### src/nps_defs.svh
// Constants for the NAND protection-status and reset host controller
`ifndef NPS_DEFS_SVH
`define NPS_DEFS_SVH

`define NPS_CLK_PERIOD_PS 4000
`define NPS_CYC_UP(ns) (((ns) * 1000 + `NPS_CLK_PERIOD_PS - 1) / `NPS_CLK_PERIOD_PS)

`define NPS_T_STB_NS  12
`define NPS_T_RDLO_NS 32
`define NPS_T_WHR_NS  60
`define NPS_T_WB_NS   100
`define NPS_T_WW_NS   100
`define NPS_T_PWR_NS  100000
`define NPS_T_INIT_NS 2000000

`define NPS_STB_CYC  `NPS_CYC_UP(`NPS_T_STB_NS)
`define NPS_RDLO_CYC `NPS_CYC_UP(`NPS_T_RDLO_NS)
`define NPS_WHR_CYC  `NPS_CYC_UP(`NPS_T_WHR_NS)
`define NPS_WB_CYC   `NPS_CYC_UP(`NPS_T_WB_NS)
`define NPS_WW_CYC   `NPS_CYC_UP(`NPS_T_WW_NS)
`define NPS_PWR_CYC  `NPS_CYC_UP(`NPS_T_PWR_NS)
`define NPS_INIT_CYC `NPS_CYC_UP(`NPS_T_INIT_NS)

`define NPS_CMD_RESET    8'hff
`define NPS_CMD_PROT_RD  8'h7a
`define NPS_CMD_STAT_RD  8'h70
`define NPS_CMD_PROG_SU  8'h80
`define NPS_CMD_ERASE_SU 8'h60

`define NPS_REG_CTRL  8'h00
`define NPS_REG_CMD   8'h04
`define NPS_REG_BADDR 8'h08
`define NPS_REG_STAT  8'h0c
`define NPS_REG_PROT  8'h10
`define NPS_REG_DSTAT 8'h14

`define NPS_LOCK_STAT_RESET 8'h0e
`endif

### src/nps_pkg.sv
// Types for the NAND protection-status and reset host controller
package nps_pkg;
  typedef enum logic [2:0] {
    NPS_OP_INIT  = 3'h0,
    NPS_OP_PROT  = 3'h1,
    NPS_OP_STAT  = 3'h2,
    NPS_OP_RAW   = 3'h3,
    NPS_OP_ABORT = 3'h4
  } nps_op_t;
  typedef enum logic [1:0] {
    NPS_K_CMD  = 2'h0,
    NPS_K_ADDR = 2'h1,
    NPS_K_DOUT = 2'h2
  } nps_kind_t;
  typedef enum logic [2:0] {
    NPS_A_CMD  = 3'h0,
    NPS_A_ADDR = 3'h1,
    NPS_A_DOUT = 3'h2,
    NPS_A_WHR  = 3'h3,
    NPS_A_WB   = 3'h4,
    NPS_A_BUSY = 3'h5,
    NPS_A_HOLD = 3'h6,
    NPS_A_END  = 3'h7
  } nps_act_t;
  typedef enum logic [5:0] {
    NPS_S_IDLE = 6'h01,
    NPS_S_PWR  = 6'h02,
    NPS_S_STEP = 6'h04,
    NPS_S_WAIT = 6'h08,
    NPS_S_BUSY = 6'h10,
    NPS_S_HOLD = 6'h20
  } nps_state_t;
  typedef enum logic [3:0] {
    NPS_E_IDLE = 4'h1,
    NPS_E_SET  = 4'h2,
    NPS_E_LOW  = 4'h4,
    NPS_E_HIGH = 4'h8
  } nps_eng_t;
  typedef struct packed {
    logic [2:0] rsvd;
    logic       perm_lockdown;
    logic       perm_unprot;
    logic       vol_unprot;
    logic       vol_not_lockdown;
    logic       vol_lockdown;
  } nps_lock_t;
endpackage

### src/nps_cyc_if.sv
// Bus-cycle request channel between sequencer and pin engine
`timescale 1ns/1ps
interface nps_cyc_if;
  logic                req;
  nps_pkg::nps_kind_t  kind;
  logic [7:0]          data;
  logic                done;
  logic [7:0]          rdata;
  modport ctl (output req, output kind, output data, input done, input rdata);
  modport eng (input req, input kind, input data, output done, output rdata);
endinterface

### src/nps_host.sv
// Host controller: power-up reset, protection-status read, write-protect abort
`timescale 1ns/1ps
`include "nps_defs.svh"
module nps_host #(
  parameter int PWR_WAIT_CYC  = `NPS_PWR_CYC,
  parameter int INIT_WAIT_CYC = `NPS_INIT_CYC
) (
  input  wire logic        i_clk,
  input  wire logic        i_srst,
  input  wire logic        i_ce,
  input  wire logic [7:0]  i_addr,
  input  wire logic [31:0] i_wdata,
  input  wire logic        i_wr,
  input  wire logic        i_rd,
  output logic      [31:0] o_rdata,
  output logic             o_ce_n,
  output logic             o_cle,
  output logic             o_ale,
  output logic             o_we_n,
  output logic             o_re_n,
  output logic             o_wp_n,
  input  wire logic [7:0]  i_io,
  output logic      [7:0]  o_io,
  output logic             o_io_oe,
  input  wire logic        i_rb_n
);
  localparam int WP_SET_C  = `NPS_WW_CYC;
  localparam int WP_SET_M1 = `NPS_WW_CYC - 1;

  generate
    if (PWR_WAIT_CYC < 1 || PWR_WAIT_CYC > 1048575 ||
        INIT_WAIT_CYC < 1 || INIT_WAIT_CYC > 1048575 || WP_SET_C > 31)
    begin : g_chk
      $error("nps_host: wait counts out of range for timer");
    end
  endgenerate

  nps_cyc_if cyc ();

  nps_cycle u_cycle (
    .i_clk   (i_clk),
    .i_srst  (i_srst),
    .i_ce    (i_ce),
    .cyc     (cyc.eng),
    .i_io    (i_io),
    .o_io    (o_io),
    .o_io_oe (o_io_oe),
    .o_cle   (o_cle),
    .o_ale   (o_ale),
    .o_we_n  (o_we_n),
    .o_re_n  (o_re_n)
  );

  nps_pkg::nps_state_t st_r;
  nps_pkg::nps_state_t st_nxt;
  nps_pkg::nps_op_t    op_r;
  nps_pkg::nps_lock_t  prot_r;
  logic [2:0]          step_r;
  logic [19:0]         tmr_r;
  logic [19:0]         tmr_nxt;
  logic                step_inc;
  logic [10:0]         ba_r;
  logic [7:0]          raw_r;
  logic [7:0]          dstat_r;
  logic                wp_ctl_r;
  logic                wp_r;
  logic [4:0]          ww_cnt_r;
  logic                pwr_ok_r;
  logic                init_done_r;
  logic                refused_r;
  logic                timeout_r;
  logic                read_setup_r;
  logic                invalid_r;
  logic                rb_m_r;
  logic                rb_s_r;
  logic                ce_n_r;
  logic [31:0]         rdata_r;

  function automatic nps_pkg::nps_act_t step_act(nps_pkg::nps_op_t op, logic [2:0] s);
    step_act = nps_pkg::NPS_A_END;
    unique case (op)
      // 7Ah, three address bytes, wait, one data byte
      nps_pkg::NPS_OP_PROT:
        unique case (s)
          3'h0: step_act = nps_pkg::NPS_A_CMD;
          3'h1, 3'h2, 3'h3: step_act = nps_pkg::NPS_A_ADDR;
          3'h4: step_act = nps_pkg::NPS_A_WHR;
          3'h5: step_act = nps_pkg::NPS_A_DOUT;
          default: step_act = nps_pkg::NPS_A_END;
        endcase
      nps_pkg::NPS_OP_STAT:
        unique case (s)
          3'h0: step_act = nps_pkg::NPS_A_CMD;
          3'h1: step_act = nps_pkg::NPS_A_WHR;
          3'h2: step_act = nps_pkg::NPS_A_DOUT;
          default: step_act = nps_pkg::NPS_A_END;
        endcase
      // abort is followed by the reset busy period
      nps_pkg::NPS_OP_ABORT:
        unique case (s)
          3'h0: step_act = nps_pkg::NPS_A_HOLD;
          3'h1: step_act = nps_pkg::NPS_A_WB;
          3'h2: step_act = nps_pkg::NPS_A_BUSY;
          default: step_act = nps_pkg::NPS_A_END;
        endcase
      default:
        unique case (s)
          3'h0: step_act = nps_pkg::NPS_A_CMD;
          3'h1: step_act = nps_pkg::NPS_A_WB;
          3'h2: step_act = nps_pkg::NPS_A_BUSY;
          default: step_act = nps_pkg::NPS_A_END;
        endcase
    endcase
  endfunction

  wire nps_pkg::nps_act_t act_w = step_act(op_r, step_r);
  wire [7:0] cmd_w = (op_r == nps_pkg::NPS_OP_INIT) ? `NPS_CMD_RESET :
                     (op_r == nps_pkg::NPS_OP_PROT) ? `NPS_CMD_PROT_RD :
                     (op_r == nps_pkg::NPS_OP_STAT) ? `NPS_CMD_STAT_RD : raw_r;
  // block address spread over three address bytes
  wire [7:0] addr_w = (step_r == 3'h1) ? {ba_r[1:0], 6'h00} :
                      (step_r == 3'h2) ? ba_r[9:2] : {7'h00, ba_r[10]};
  wire is_pin_w = act_w == nps_pkg::NPS_A_CMD || act_w == nps_pkg::NPS_A_ADDR ||
                  act_w == nps_pkg::NPS_A_DOUT;
  wire setup_w = act_w == nps_pkg::NPS_A_CMD &&
                 (cmd_w == `NPS_CMD_PROG_SU || cmd_w == `NPS_CMD_ERASE_SU);
  wire ww_ok = ww_cnt_r == 5'(WP_SET_C);
  wire st_step = st_r == nps_pkg::NPS_S_STEP;
  wire st_busy = st_r == nps_pkg::NPS_S_BUSY;
  wire st_hold = st_r == nps_pkg::NPS_S_HOLD;
  wire tmr_zero = tmr_r == 20'h00000;

  // setup command waits for a settled write-protect
  assign cyc.req  = st_step && is_pin_w && !(setup_w && !ww_ok);
  assign cyc.kind = act_w == nps_pkg::NPS_A_CMD  ? nps_pkg::NPS_K_CMD :
                    act_w == nps_pkg::NPS_A_ADDR ? nps_pkg::NPS_K_ADDR : nps_pkg::NPS_K_DOUT;
  assign cyc.data = act_w == nps_pkg::NPS_A_ADDR ? addr_w : cmd_w;

  // Software port decode
  wire nps_pkg::nps_op_t op_in = nps_pkg::nps_op_t'(i_wdata[2:0]);
  wire wr_cmd = i_ce && i_wr && i_addr == `NPS_REG_CMD;
  // nothing but reset or status read before init
  // after init any code up to 4 (abort) is let through
  wire legal = i_wdata[2:0] <= 3'h4 &&
               (init_done_r || op_in == nps_pkg::NPS_OP_INIT || op_in == nps_pkg::NPS_OP_STAT);
  // abort may cut into a program/erase busy wait
  wire start = wr_cmd && legal && (st_r == nps_pkg::NPS_S_IDLE ||
               (st_busy && op_in == nps_pkg::NPS_OP_ABORT));
  wire op_end = st_step && act_w == nps_pkg::NPS_A_END;
  wire wp_nxt = wp_ctl_r && init_done_r && !st_hold;
  wire locked_w = !prot_r.perm_unprot || !prot_r.vol_unprot;
  wire [31:0] stat_w = {24'h000000, locked_w, invalid_r, read_setup_r, timeout_r,
                        refused_r, init_done_r, rb_s_r, !ce_n_r};
  wire [31:0] rd_mux = (i_addr == `NPS_REG_CTRL)  ? {31'h00000000, wp_ctl_r} :
                       (i_addr == `NPS_REG_CMD)   ? {16'h0000, raw_r, 5'h00, op_r} :
                       (i_addr == `NPS_REG_BADDR) ? {21'h000000, ba_r} :
                       (i_addr == `NPS_REG_STAT)  ? stat_w :
                       (i_addr == `NPS_REG_PROT)  ? {24'h000000, prot_r} :
                       (i_addr == `NPS_REG_DSTAT) ? {24'h000000, dstat_r} : 32'h00000000;

  always_comb
  begin
    st_nxt = st_r;
    tmr_nxt = tmr_zero ? tmr_r : tmr_r - 20'h00001;
    step_inc = 1'b0;
    unique case (st_r)
      nps_pkg::NPS_S_IDLE:
        if (start && op_in == nps_pkg::NPS_OP_INIT && !pwr_ok_r)
        begin
          st_nxt = nps_pkg::NPS_S_PWR;
          tmr_nxt = 20'(PWR_WAIT_CYC - 1);
        end
        else if (start)
          st_nxt = nps_pkg::NPS_S_STEP;
      nps_pkg::NPS_S_PWR, nps_pkg::NPS_S_WAIT, nps_pkg::NPS_S_HOLD:
        if (tmr_zero)
          st_nxt = nps_pkg::NPS_S_STEP;
      nps_pkg::NPS_S_BUSY:
        if (start)
          st_nxt = nps_pkg::NPS_S_STEP;
        else if (rb_s_r || tmr_zero)
          st_nxt = nps_pkg::NPS_S_STEP;
      nps_pkg::NPS_S_STEP:
        unique case (act_w)
          nps_pkg::NPS_A_CMD, nps_pkg::NPS_A_ADDR, nps_pkg::NPS_A_DOUT:
            step_inc = cyc.done;
          nps_pkg::NPS_A_WHR:
          begin
            st_nxt = nps_pkg::NPS_S_WAIT;
            tmr_nxt = 20'(`NPS_WHR_CYC - 1);
            step_inc = 1'b1;
          end
          nps_pkg::NPS_A_WB:
          begin
            st_nxt = nps_pkg::NPS_S_WAIT;
            tmr_nxt = 20'(`NPS_WB_CYC - 1);
            step_inc = 1'b1;
          end
          nps_pkg::NPS_A_BUSY:
          begin
            st_nxt = nps_pkg::NPS_S_BUSY;
            tmr_nxt = 20'(INIT_WAIT_CYC - 1);
            step_inc = 1'b1;
          end
          // write-protect low for the full write protect time
          nps_pkg::NPS_A_HOLD:
          begin
            st_nxt = nps_pkg::NPS_S_HOLD;
            tmr_nxt = 20'(WP_SET_M1);
            step_inc = 1'b1;
          end
          nps_pkg::NPS_A_END:
            st_nxt = nps_pkg::NPS_S_IDLE;
        endcase
    endcase
  end

  // busy line is an open-drain wire, synced
  always_ff @(posedge i_clk)
    if (i_srst)
    begin
      rb_m_r <= 1'b0;
      rb_s_r <= 1'b0;
    end
    else if (i_ce)
    begin
      rb_m_r <= i_rb_n;
      rb_s_r <= rb_m_r;
    end

  always_ff @(posedge i_clk)
    if (i_srst)
    begin
      st_r <= nps_pkg::NPS_S_IDLE;
      tmr_r <= 20'h00000;
      step_r <= 3'h0;
      op_r <= nps_pkg::NPS_OP_INIT;
      raw_r <= 8'h00;
      ce_n_r <= 1'b1;
    end
    else if (i_ce)
    begin
      st_r <= st_nxt;
      tmr_r <= tmr_nxt;
      step_r <= start ? 3'h0 : step_r + {2'h0, step_inc};
      op_r <= start ? op_in : op_r;
      raw_r <= start ? i_wdata[15:8] : raw_r;
      ce_n_r <= start ? 1'b0 : (op_end ? 1'b1 : ce_n_r);
    end

  always_ff @(posedge i_clk)
    if (i_srst)
    begin
      wp_ctl_r <= 1'b0;
      ba_r <= 11'h000;
      wp_r <= 1'b0;
      ww_cnt_r <= 5'h00;
    end
    else if (i_ce)
    begin
      wp_ctl_r <= (i_wr && i_addr == `NPS_REG_CTRL) ? i_wdata[0] : wp_ctl_r;
      ba_r <= (i_wr && i_addr == `NPS_REG_BADDR) ? i_wdata[10:0] : ba_r;
      wp_r <= wp_nxt;
      ww_cnt_r <= (wp_nxt != wp_r) ? 5'h00 : (ww_ok ? ww_cnt_r : ww_cnt_r + 5'h01);
    end

  // Flags: a start clears refused_r and timeout_r, and an abort start wins over a busy timeout in the same cycle
  always_ff @(posedge i_clk)
    if (i_srst)
    begin
      pwr_ok_r <= 1'b0;
      init_done_r <= 1'b0;
      refused_r <= 1'b0;
      timeout_r <= 1'b0;
      read_setup_r <= 1'b0;
      invalid_r <= 1'b0;
      prot_r <= nps_pkg::nps_lock_t'(`NPS_LOCK_STAT_RESET);
      dstat_r <= 8'h00;
    end
    else if (i_ce)
    begin
      pwr_ok_r <= pwr_ok_r || (st_r == nps_pkg::NPS_S_PWR && tmr_zero);
      refused_r <= (wr_cmd && !start) || (refused_r && !start);
      timeout_r <= (st_busy && !start && !rb_s_r && tmr_zero) || (timeout_r && !start);
      // aborted cells are flagged invalid until next raw command
      invalid_r <= (start && op_in == nps_pkg::NPS_OP_ABORT) ||
                   (invalid_r && !(start && op_in == nps_pkg::NPS_OP_RAW));
      if (op_end && op_r == nps_pkg::NPS_OP_INIT)
        init_done_r <= 1'b1;
      // reset leaves the device in read-setup
      if (op_end && op_r != nps_pkg::NPS_OP_STAT)
        read_setup_r <= op_r == nps_pkg::NPS_OP_INIT || op_r == nps_pkg::NPS_OP_ABORT;
      // status byte kept with its fields
      if (cyc.done && act_w == nps_pkg::NPS_A_DOUT && op_r == nps_pkg::NPS_OP_PROT)
        prot_r <= nps_pkg::nps_lock_t'(cyc.rdata);
      if (cyc.done && act_w == nps_pkg::NPS_A_DOUT && op_r == nps_pkg::NPS_OP_STAT)
        dstat_r <= cyc.rdata;
    end

  // Read data stand for one cycle per strobe cycle, zero otherwise
  always_ff @(posedge i_clk)
    if (i_srst)
      rdata_r <= 32'h00000000;
    else if (i_ce)
      rdata_r <= i_rd ? rd_mux : 32'h00000000;

  assign o_rdata = rdata_r;
  assign o_ce_n  = ce_n_r;
  assign o_wp_n  = wp_r;

  rd_data_a: assert property (@(posedge i_clk) disable iff (i_srst || !i_ce)
    i_rd ##1 i_ce |-> o_rdata == $past(rd_mux))
    else $error("read data not one cycle after strobe");
  wp_powerup_a: assert property (@(posedge i_clk) disable iff (i_srst)
    !init_done_r |-> !o_wp_n)
    else $error("write-protect released before init");
  pwr_wait_a: assert property (@(posedge i_clk) disable iff (i_srst)
    (cyc.req && op_r == nps_pkg::NPS_OP_INIT) |-> pwr_ok_r)
    else $error("reset command before power-up wait");
  first_cmd_a: assert property (@(posedge i_clk) disable iff (i_srst)
    (cyc.req && !init_done_r) |->
      (op_r == nps_pkg::NPS_OP_INIT || op_r == nps_pkg::NPS_OP_STAT))
    else $error("command other than reset before init");
  setup_ww_a: assert property (@(posedge i_clk) disable iff (i_srst)
    (cyc.req && setup_w) |-> o_wp_n == $past(o_wp_n, 25) && $stable(o_wp_n))
    else $error("setup command before write-protect settled");
  addr_pack_a: assert property (@(posedge i_clk) disable iff (i_srst)
    (cyc.req && cyc.kind == nps_pkg::NPS_K_ADDR) |->
      (step_r == 3'h1 && cyc.data[5:0] == 6'h00) || step_r == 3'h2 ||
      (step_r == 3'h3 && cyc.data[7:1] == 7'h00))
    else $error("address byte packing wrong");
  abort_hold_a: assert property (@(posedge i_clk) disable iff (i_srst || !i_ce)
    $rose(st_hold) |-> ##WP_SET_M1 (st_hold && !o_wp_n) ##1 (!st_hold && !o_wp_n))
    else $error("write-protect abort pulse length wrong");
  busy_end_a: assert property (@(posedge i_clk) disable iff (i_srst || !i_ce)
    (st_busy && rb_s_r && !start) |=> st_r == nps_pkg::NPS_S_STEP)
    else $error("ready not honoured");
  init_cover_c: cover property (@(posedge i_clk) disable iff (i_srst)
    op_end && op_r == nps_pkg::NPS_OP_INIT);
  prot_cover_c: cover property (@(posedge i_clk) disable iff (i_srst)
    cyc.done && act_w == nps_pkg::NPS_A_DOUT && op_r == nps_pkg::NPS_OP_PROT);
  abort_cover_c: cover property (@(posedge i_clk) disable iff (i_srst)
    start && op_in == nps_pkg::NPS_OP_ABORT && st_busy);
endmodule

### src/nps_cycle.sv
// Pin engine: one command, address or data-out cycle per request
`timescale 1ns/1ps
`include "nps_defs.svh"
module nps_cycle #(
  parameter int STB_CYC  = `NPS_STB_CYC,
  parameter int RDLO_CYC = `NPS_RDLO_CYC
) (
  input  wire logic       i_clk,
  input  wire logic       i_srst,
  input  wire logic       i_ce,
  nps_cyc_if.eng          cyc,
  input  wire logic [7:0] i_io,
  output logic      [7:0] o_io,
  output logic            o_io_oe,
  output logic            o_cle,
  output logic            o_ale,
  output logic            o_we_n,
  output logic            o_re_n
);
  generate
    if (STB_CYC < 1 || STB_CYC > 15 || RDLO_CYC < 1 || RDLO_CYC > 15)
    begin : g_chk
      $error("nps_cycle: strobe counts must lie in 1..15");
    end
  endgenerate

  nps_pkg::nps_eng_t st_r;
  logic [3:0]        cnt_r;
  logic [7:0]        io_m_r;
  logic [7:0]        io_s_r;

  wire       is_rd    = cyc.kind == nps_pkg::NPS_K_DOUT;
  wire       cnt_zero = cnt_r == 4'h0;
  wire [3:0] stb_m1   = 4'(STB_CYC - 1);
  wire [3:0] low_m1   = is_rd ? 4'(RDLO_CYC - 1) : stb_m1;
  wire       take     = cyc.req && !cyc.done;

  // Pins are asynchronous to us
  always_ff @(posedge i_clk)
    if (i_srst)
    begin
      io_m_r <= 8'h00;
      io_s_r <= 8'h00;
    end
    else if (i_ce)
    begin
      io_m_r <= i_io;
      io_s_r <= io_m_r;
    end

  always_ff @(posedge i_clk)
    if (i_srst)
    begin
      st_r      <= nps_pkg::NPS_E_IDLE;
      cnt_r     <= 4'h0;
      o_io      <= 8'h00;
      o_io_oe   <= 1'b0;
      o_cle     <= 1'b0;
      o_ale     <= 1'b0;
      o_we_n    <= 1'b1;
      o_re_n    <= 1'b1;
      cyc.done  <= 1'b0;
      cyc.rdata <= 8'h00;
    end
    else if (i_ce)
    begin
      cyc.done <= 1'b0;
      cnt_r    <= cnt_zero ? cnt_r : cnt_r - 4'h1;
      unique case (st_r)
        nps_pkg::NPS_E_IDLE:
          if (take)
          begin
            st_r <= nps_pkg::NPS_E_SET;
            cnt_r <= stb_m1;
            o_cle <= cyc.kind == nps_pkg::NPS_K_CMD;
            o_ale <= cyc.kind == nps_pkg::NPS_K_ADDR;
            o_io_oe <= !is_rd;
            o_io <= cyc.data;
          end
        nps_pkg::NPS_E_SET:
          if (cnt_zero)
          begin
            st_r <= nps_pkg::NPS_E_LOW;
            cnt_r <= low_m1;
            o_re_n <= !is_rd;
            o_we_n <= is_rd;
          end
        nps_pkg::NPS_E_LOW:
          if (cnt_zero)
          begin
            st_r <= nps_pkg::NPS_E_HIGH;
            cnt_r <= stb_m1;
            o_re_n <= 1'b1;
            o_we_n <= 1'b1;
            if (is_rd)
              cyc.rdata <= io_s_r;
          end
        nps_pkg::NPS_E_HIGH:
          if (cnt_zero)
          begin
            st_r <= nps_pkg::NPS_E_IDLE;
            cyc.done <= 1'b1;
            o_cle <= 1'b0;
            o_ale <= 1'b0;
            o_io_oe <= 1'b0;
          end
      endcase
    end

  // never drive while the device may
  read_release_a: assert property (@(posedge i_clk) disable iff (i_srst)
    !o_re_n |-> !o_io_oe)
    else $error("io driven during read strobe");
  done_pulse_a: assert property (@(posedge i_clk) disable iff (i_srst || !i_ce)
    cyc.done |=> !cyc.done)
    else $error("done longer than one cycle");
endmodule

### config.mk
export PLATFORM = sky130hd
export DESIGN_NAME = nps_host
export DESIGN_NICKNAME = d
export VERILOG_FILES = /design/src/nps_pkg.sv /design/src/nps_cyc_if.sv /design/src/nps_host.sv /design/src/nps_cycle.sv
export VERILOG_INCLUDE_DIRS = /design/src
export SDC_FILE = /design/constraint.sdc
export NUM_CORES = 1
export LEC_CHECK = 0
export BUFFER_PORTS_ARGS = -buffer_cell sky130_fd_sc_hd__buf_4
export CAP_MARGIN = 20
export CORE_UTILIZATION = 45
export DETAILED_ROUTE_END_ITERATION = 8
export RECOVER_POWER = 25
export SETUP_SLACK_MARGIN = 0.4
export SYNTH_ARGS = -nofsm -noshare
export SYNTH_HDL_FRONTEND = slang
export SYNTH_SLANG_ARGS = --single-unit
export TNS_END_PERCENT = 100
### constraint.sdc
create_clock -name i_clk -period 2.48 [get_ports i_clk]
set_input_delay 0.124 -clock i_clk [delete_from_list [all_inputs] [get_ports i_clk]]
set_output_delay 0.124 -clock i_clk [all_outputs]
set_load 0.005 [all_outputs]
==> results_dict.tcl, run 1 <==
set metrics [dict create \
    cp_data_arrival_time_ps 2530 \
    die_y_um 132 \
    core-area_um2 16500 \
    setup_tns_ps 0 \
    synth_compound_area_share_pct 19.4 \
    sequential_cell_area_fraction_in_the_yosys_report_pct 38.3 \
    htreeDepth 4 \
    fp-row-count 47 \
    tightestPinTransition_ps 889 \
    path_category_of_the_worst_min_delay_check "primary input to register" \
    worst_ep_required_time_ps 2830 \
    final-max-slew-violation-count 0 \
    start_util_pct 45.9 \
    detail_route.vias_per_cell 5.58 \
    grt.total_usage_pct 24.4 \
    first_global_vias 6736 \
    detail_route.iter0.violations 395 \
    syn_avg_cell_area_um2 8.23 \
    cts_inserted_buffers 17 \
    report.final.setup_viol 0 \
    routed-via-count 7194 \
    clk_path_buf_depth 2 \
    ys.flop_type "sky130_fd_sc_hd__dfxtp_1" \
    clk_pin_slew_ps 70 \
    slew-limit-headroom_pct 40.7 \
    cell_area_after_technology_mapping_um2 7580 \
    final_cell_area_um2 10100 \
    yosysUniqueCellTypes 83 \
    synth-xor-area-share_pct 1.62 \
    tritoncts "built" \
    place.detailed.hpwl_um 14200 \
    postRouteWirelength_um 21300 \
    number_of_routed_nets_with_antenna_violations 0 \
    vdd.ir_drop.worst_mv 0.486 \
    skew_ps 16.0 \
    grt_first_pass_wirelength_um 34000 \
    gp_congestion 0.822 \
    final_min_period_over_clock_period_pct 87.9 \
    layout.filler_cells 1506 \
    grt_antenna_before_repair 0 \
    yosys_warnings 0 \
    dieArea_um2 17400 \
    number_of_nets_in_the_final_layout 1119 \
    n_antenna_cell 0 \
    cellPowerDensity_nw_per_um2 723 \
    synth_top_area_share_pct 38.3 \
    final_hold_violation_count 0 \
    finalHoldWorstSlack_ps 22.5 \
    ys_top_cells_by_count "sky130_fd_sc_hd__dfxtp_1, sky130_fd_sc_hd__nor2_1, sky130_fd_sc_hd__nand2_1, sky130_fd_sc_hd__a21oi_1, sky130_fd_sc_hd__mux2i_1" \
    async_reset_ff_share_pct 0 \
    die_width_um 132 \
    proportion_of_layout_cells_with_a_drive_suffix_above_1_pct 25.6 \
    startpoint_type "register" \
    remaining_drc_errors 0 \
    clk_root_buffer_cell "sky130_fd_sc_hd__clkbuf_16" \
    synth.area.top_cells "sky130_fd_sc_hd__dfxtp_1, sky130_fd_sc_hd__mux2i_1, sky130_fd_sc_hd__nor2_1" \
    critPathMaxFanout 8 \
    synthDominantAreaCellType "sky130_fd_sc_hd__dfxtp_1" \
    clock_insertion_delay_worst_skew_ps 430 \
    timing.fmax_mhz 459 \
    power.static_leakage_nw 3.98 \
    library_cell_with_the_highest_instance_count_after_synthesis "sky130_fd_sc_hd__dfxtp_1" \
    post_drt_wl_per_cell_um 16.5 \
    grt_start_max_net_pins 130 \
    synth_mux_area_share_pct 8.33 \
    buffer_ports.inserted 68 \
    run_status "finished, final reports clean" \
    post_synth_and_or_nand_nor_area_fraction_pct 25.1 \
    grt_overflow 0 \
    main_combinational_cell_family_by_area_after_synthesis "simple AND/OR/NAND/NOR gates" \
    max_cap_violations 0 \
    worst_setup_path_end_kind "register" \
    finalWorstPathRequiredPeriod_ps 2180 \
    clock_sink_count 145 \
    drt_pre_antenna_iters 7 \
    synthCells 922 \
    syn_to_final_growth_pct 32.5 \
    detailed_place.area_um2 8520 \
    grt_setup_unrepaired "true" \
    post_synth_fa_ha_maj_area_fraction_pct 1.45 \
    synth_seq_cells 145 \
    criticalPathCategory "register to register" \
    io_pins 101 \
    synth_edf_count 0 \
]
power by group:
part	total, mW	leakage, nW	switching [mW]	internal (mW)
Sequential	2.70	1.18	0.210	2.49
Clock	2.63	0.300	1.16	1.47
Combinational	1.95	2.50	1.06	0.891
cells by family (layout without fill, tap and decap cells):
family / after synthesis / in the layout
and+or+nand+nor: 375 / 375
AOI/OAI and AO/OA: 223 / 223
DFF: 145 / 145
buffers and inverters: 92 / 225
muxes: 63 / 63
xor gates and xnor gates: 14 / 14
adders and majority gates: 9 / 9
other: 1 / 16
critical path, stage by stage, from the launching register on:
cell and delay [ps]:
sky130_fd_sc_hd__dfxtp_4 410, sky130_fd_sc_hd__buf_6 140, sky130_fd_sc_hd__or3b_4 400, sky130_fd_sc_hd__a211o_1 310, sky130_fd_sc_hd__o211ai_4 130, sky130_fd_sc_hd__nand3_2 120, sky130_fd_sc_hd__nor3_4 210, sky130_fd_sc_hd__buf_12 160
sky130_fd_sc_hd__mux2i_2 220
state kept, by name, indices dropped and copies added, names as in the netlist, 4 cells and up:
signal,cells
u_cycle.io_s_r,8
u_cycle.cyc.rdata,8
ba_r,11
prot_r,8
ww_cnt_r,5
dstat_r,8
u_cycle.cnt_r,4
o_rdata,16
u_cycle.o_io,8
st_r,6
tmr_r,20
u_cycle.io_m_r,8
u_cycle.st_r,4
raw_r,8
final timing paths:
kind	startpoint	end	slack (ps)	depth (start not counted)
max	op_r[1]$_SDFFE_PP0P_	prot_r[7]$_SDFFE_PP0P_	300	8
min	i_wdata[2]	ba_r[2]$_SDFFE_PP0P_	20	3
max reg2reg	op_r[1]$_SDFFE_PP0P_	prot_r[7]$_SDFFE_PP0P_	300	8
min reg2reg	u_cycle.o_io[6]$_SDFFE_PP0P_	u_cycle.o_io[6]$_SDFFE_PP0P_	460	2
per-layer routing:
| metal | GRT usage [%] | wire, um | vias up |
|---|---|---|---|
| met5 | 0 | 0 | - |
| met4 | 7.24 | 269 | 0 |
| met3 | 4.88 | 845 | 23 |
| met2 | 40.9 | 10300 | 173 |
| met1 | 31.5 | 9890 | 3418 |
| li1 | - | - | 3580 |
placed cells by master (no fill, tap or decap), types with 7 or more instances in the layout:
cell type,count
sky130_fd_sc_hd__dfxtp_1,134
sky130_fd_sc_hd__nor2_1,120
sky130_fd_sc_hd__buf_4,102
sky130_fd_sc_hd__nand2_1,89
sky130_fd_sc_hd__a21oi_1,68
sky130_fd_sc_hd__mux2i_1,61
sky130_fd_sc_hd__clkbuf_4,31
sky130_fd_sc_hd__o21ai_0,30
sky130_fd_sc_hd__dlygate4sd3_1,24
sky130_fd_sc_hd__clkbuf_16,19
sky130_fd_sc_hd__inv_1,18
sky130_fd_sc_hd__nand3_1,17
sky130_fd_sc_hd__nor3_1,16
sky130_fd_sc_hd__conb_1,16
sky130_fd_sc_hd__a211oi_1,14
sky130_fd_sc_hd__nor2b_1,13
sky130_fd_sc_hd__o211ai_1,11
sky130_fd_sc_hd__nand2b_1,11
sky130_fd_sc_hd__nor4_1,11
sky130_fd_sc_hd__a31oi_1,11
sky130_fd_sc_hd__or3_1,10
sky130_fd_sc_hd__nand4_1,9
sky130_fd_sc_hd__nand3b_1,8
sky130_fd_sc_hd__xor2_1,8
sky130_fd_sc_hd__a22oi_1,8
sky130_fd_sc_hd__a32oi_1,7
sky130_fd_sc_hd__inv_8,7
sky130_fd_sc_hd__buf_6,7
sky130_fd_sc_hd__buf_12,7
layout make-up:
type | instances | area [um^2] | area share, %
inverter | 18 | 67.6 | 0.672
clock inverter | 14 | 158 | 1.57
tap | 220 | 275 | 2.74
sequential | 145 | 2930 | 29.1
timing repair buffer | 175 | 1520 | 15.1
multi-input combinational | 700 | 4670 | 46.4
clock buffer | 18 | 439 | 4.37
what timing repair did:
action,in CTS,in global routing
setup endpoints to repair,72,74
buffers inserted,20,8
endpoints found under the hold margin,28,0
pin swaps,29,25
gates resized for setup,47,52
hold buffers,24,0
gates cloned,0,2
metrics by stage:
step	worst slack [ps]	power [mW]	std cells	utilization, %
2_1_floorplan	322	3.88	937	-
3_3_place_gp	78.6	4.37	1204	51.6
3_5_place_dp	39.5	4.38	1204	51.6
4_1_cts	331	7.10	1280	58.9
5_1_grt	179	7.64	1290	60.8
6_report	301	7.27	1290	60.8
No activity file was read; power rests on OpenSTA's default activity.
==> run 2, diff against run 1 <==
--- a/config.mk
+++ b/config.mk
@@ -7,4 +7,5 @@
 export NUM_CORES = 1
 export LEC_CHECK = 0
+export ABC_AREA = 1
 export BUFFER_PORTS_ARGS = -buffer_cell sky130_fd_sc_hd__buf_4
 export CAP_MARGIN = 20
==> constraint.sdc (replaced) <==
create_clock -name i_clk -period 2.48 [get_ports i_clk]
set_input_delay 0.248 -clock i_clk [delete_from_list [all_inputs] [get_ports i_clk]]
set_output_delay 0.248 -clock i_clk [all_outputs]
set_load 0.005 [all_outputs]
==> run 2 against run 1 <==
  * The run now ends with max-capacitance violations, max-slew violations left
  * Clock skew shrank 9.4 ps
  * Clock power decreased by 11%
  * Routed wire length decreased by 3.1%
  * Critical path type unchanged
  * Synthesized area is 2.2% lower
  * Die area down 2.2%
  * Utilization decreased by 3.6 points
  * Sequential power is 4% higher
==> results_dict.tcl, run 2 <==
set metrics [dict create \
    ys.flop_type "sky130_fd_sc_hd__dfxtp_1" \
    dieArea_um2 17000 \
    synth_top_area_share_pct 39.1 \
    criticalPathCategory "register to register" \
    final_hold_violation_count 0 \
    power.share.switching_pct 37.3 \
    grt_overflow 0 \
    first_global_vias 6258 \
    yosys_warnings 0 \
    clock_sink_count 145 \
    clk_path_buf_depth 2 \
    max_cap_violations 1 \
    io_pins 101 \
    n_antenna_cell 0 \
    slew-limit-headroom_pct -5.63 \
    die_width_um 130 \
    postLayoutSetupSlackWorst_ps 357 \
    run_status "finished, violations left" \
    core-area_um2 16000 \
    layout.filler_cells 1590 \
    critPathMaxFanout 7 \
    finalWorstPathRequiredPeriod_ps 2120 \
    pre_cts_ws_ps 208 \
    worst_ep_required_time_ps 2770 \
    min_to "u_cycle.io_m_r[4]$_SDFFE_PP0P_" \
    sequential_cell_area_fraction_in_the_yosys_report_pct 39.1 \
    cell_area_after_technology_mapping_um2 7420 \
    number_of_routed_nets_with_antenna_violations 0 \
    library_cell_with_the_highest_instance_count_after_synthesis "sky130_fd_sc_hd__nand2_1" \
    synthDominantAreaCellType "sky130_fd_sc_hd__dfxtp_1" \
    cellPowerDensity_nw_per_um2 853 \
    regMostFlops "tmr_r" \
    syn_to_final_growth_pct 23.4 \
    flip_flop_count_of_the_largest_register_all_copies_and_words_added 20 \
    synth_seq_cells 145 \
    clk_root_buffer_cell "sky130_fd_sc_hd__clkbuf_16" \
    buffer_ports.inserted 68 \
    timing.fmax_mhz 471 \
    setup_tns_ps 0 \
    synth_edf_count 0 \
    tritoncts "built" \
    r2r_end "u_cycle.o_io[5]$_SDFFE_PP0P_" \
    final-max-slew-violation-count 39 \
    report.final.setup_viol 0 \
    post_drt_wl_per_cell_um 14.9 \
    reg2reg_from "op_r[1]$_SDFFE_PP0P_" \
    gp_congestion 0.914 \
    yosysUniqueCellTypes 53 \
    multiInputGateArea_um2 4000 \
    worst-r2r-cell-count 12 \
    sequentialPowerShare_pct 35.9 \
    grt_first_pass_wirelength_um 31300 \
    worst_hold_startpoint "i_io[4]" \
    failing_checks "max-capacitance violations, max-slew violations" \
    grt.total_usage_pct 24.0 \
    ys_top_cells_by_count "sky130_fd_sc_hd__nand2_1, sky130_fd_sc_hd__dfxtp_1, sky130_fd_sc_hd__inv_1, sky130_fd_sc_hd__nor2_1, sky130_fd_sc_hd__a21oi_1" \
    mostFrequentLayoutCell "sky130_fd_sc_hd__nand2_1" \
    grt_antenna_before_repair 0 \
    grt_start_max_net_pins 72 \
    remaining_drc_errors 0 \
    power.share.combinational_pct 34.0 \
    grt_setup_unrepaired "true" \
    worst_setup_path_end_kind "register" \
    number_of_nets_in_the_final_layout 1219 \
    synthCells 1054 \
    syn_avg_cell_area_um2 7.04 \
    clk_pin_slew_ps 60 \
    postRouteWirelength_um 20600 \
    htreeDepth 4 \
    start_util_pct 46.4 \
    detail_route.iter0.violations 428 \
    cts_inserted_buffers 17 \
    proportion_of_layout_cells_with_a_drive_suffix_above_1_pct 19.9 \
    drt_pre_antenna_iters 4 \
    cp_data_arrival_time_ps 2410 \
    power_report.internal_total_mw 4.89 \
    finalPower_mw 7.80 \
    routed-via-count 7203 \
    cts_hold_buf 0 \
    fp-row-count 46 \
    async_reset_ff_share_pct 0 \
    power.static_leakage_nw 3.85 \
    startpoint_type "register" \
    switchingPower_mw 2.91 \
    vdd.ir_drop.worst_mv 0.709 \
    place.detailed.hpwl_um 14500 \
    timing.reg2reg.setup_slack_ps 360 \
    most-common-layout-cells "sky130_fd_sc_hd__nand2_1, sky130_fd_sc_hd__dfxtp_1, sky130_fd_sc_hd__inv_1" \
    detail_route.vias_per_cell 5.20 \
    synth.area.top_cells "sky130_fd_sc_hd__dfxtp_1, sky130_fd_sc_hd__nand2_1, sky130_fd_sc_hd__a21oi_1" \
    tightestPinTransition_ps 1580 \
    holdPathStages 3 \
    skew_ps 6.58 \
    path_category_of_the_worst_min_delay_check "primary input to register" \
    die_y_um 130 \
    clock_power_share_pct 30.2 \
    clock_insertion_delay_worst_skew_ps 420 \
    seqCellArea_um2 2920 \
    final_min_period_over_clock_period_pct 85.6 \
]
==> run 2: changes by cell type in the layout (fill, tap and decap cells not counted), sizes merged, moves of 15 or more <==
cell	previous run	this run
nand2	94	181
nand3	21	71
dlygate4sd3	24	0
o21ai	35	99
buf	116	89
nor4	19	2
nand4	10	25
a21oi	72	117
mux2i	62	0
a211oi	15	0
inv	30	137
==> run 2: repair_timing <==
action                                  4_1_cts  5_1_grt
setup buffers                                10       14
pin swaps                                     5       23
cloned                                        0        3
resized for setup                            22       42
endpoints found under the setup margin       52       72
==> run 2: critical path: stages (launching register included) <==
cell and delay (ps):
sky130_fd_sc_hd__dfxtp_4 380, sky130_fd_sc_hd__buf_4 150, sky130_fd_sc_hd__nand3_4 130, sky130_fd_sc_hd__nor2_1 60
sky130_fd_sc_hd__nor2_1 130, sky130_fd_sc_hd__nand3_2 160, sky130_fd_sc_hd__o21ai_2 120, sky130_fd_sc_hd__nand4_4 150
sky130_fd_sc_hd__nor2_4 180, sky130_fd_sc_hd__nand3_4 150, sky130_fd_sc_hd__buf_4 180, sky130_fd_sc_hd__a21oi_1 150
sky130_fd_sc_hd__nor3_2 50
==> run 2: cells by family (layout without fill, tap and decap cells) <==
kind of cell	after synthesis	in the layout	share of synthesized area, %
compound gates	263	264	19.8
xor+xnor	13	13	1.54
fa+ha+maj	8	8	1.35
buf+inv	186	285	10.4
flops	145	145	39.1
other cells	1	16	0.0506
simple gates	438	439	27.7
==> run 2: worst max path at each step <==
stage	startpoint	to	cells past startpoint
detailed placement	op_r[0]$_SDFFE_PP0P_	u_cycle.o_io[2]$_SDFFE_PP0P_	12
finish	op_r[1]$_SDFFE_PP0P_	u_cycle.o_io[5]$_SDFFE_PP0P_	12
CTS	op_r[0]$_SDFFE_PP0P_	u_cycle.o_io[2]$_SDFFE_PP0P_	14
global placement	op_r[0]$_SDFFE_PP0P_	u_cycle.o_io[3]$_SDFFE_PP0P_	12
floorplan	op_r[2]$_SDFFE_PP0P_	step_r[2]$_SDFFE_PP0P_	14
global route	i_ce	u_cycle.io_s_r[4]$_SDFFE_PP0P_	5
==> run 2: area by class of cell <==
class	count	share of cell area [%]
clock buffers	20	4.99
flip-flops and latches	145	31.9
clock inverters	12	0.916
repair buffers	116	9.80
multi-input cells	740	43.7
well taps	216	2.95
inverters	137	5.74
==> run 2: per-stage QoR <==
stage	util (%)	hold slack (ps)	cell area, um^2	cells
after detailed placement	51.1	442	8180	1327
after global placement	51.1	439	8180	1327
final	57.2	47.8	9150	1386
after CTS	55.6	43.6	8900	1369
after floorplan	-	383	7470	1069
after global routing	57.2	54.9	9150	1386
==> run 2: routing by layer <==
metal	GRT usage, %	part of all wire [%]	vias up
li1	-	-	3698
met1	31.3	47	3325
met2	39.4	46	150
met3	3.83	4.0	30
met4	10.2	2.6	0
met5	0	0	-
==> run 2: power by group through the flow <==
stage	sequential [mW]	clock, mW	combinational (mW)
3_5_place_dp	2.85	0	2.50
6_report	2.80	2.35	2.65
3_3_place_gp	2.84	0	2.48
4_1_cts	2.80	2.39	2.52
2_1_floorplan	2.79	0	1.97
5_1_grt	2.83	2.49	3.00
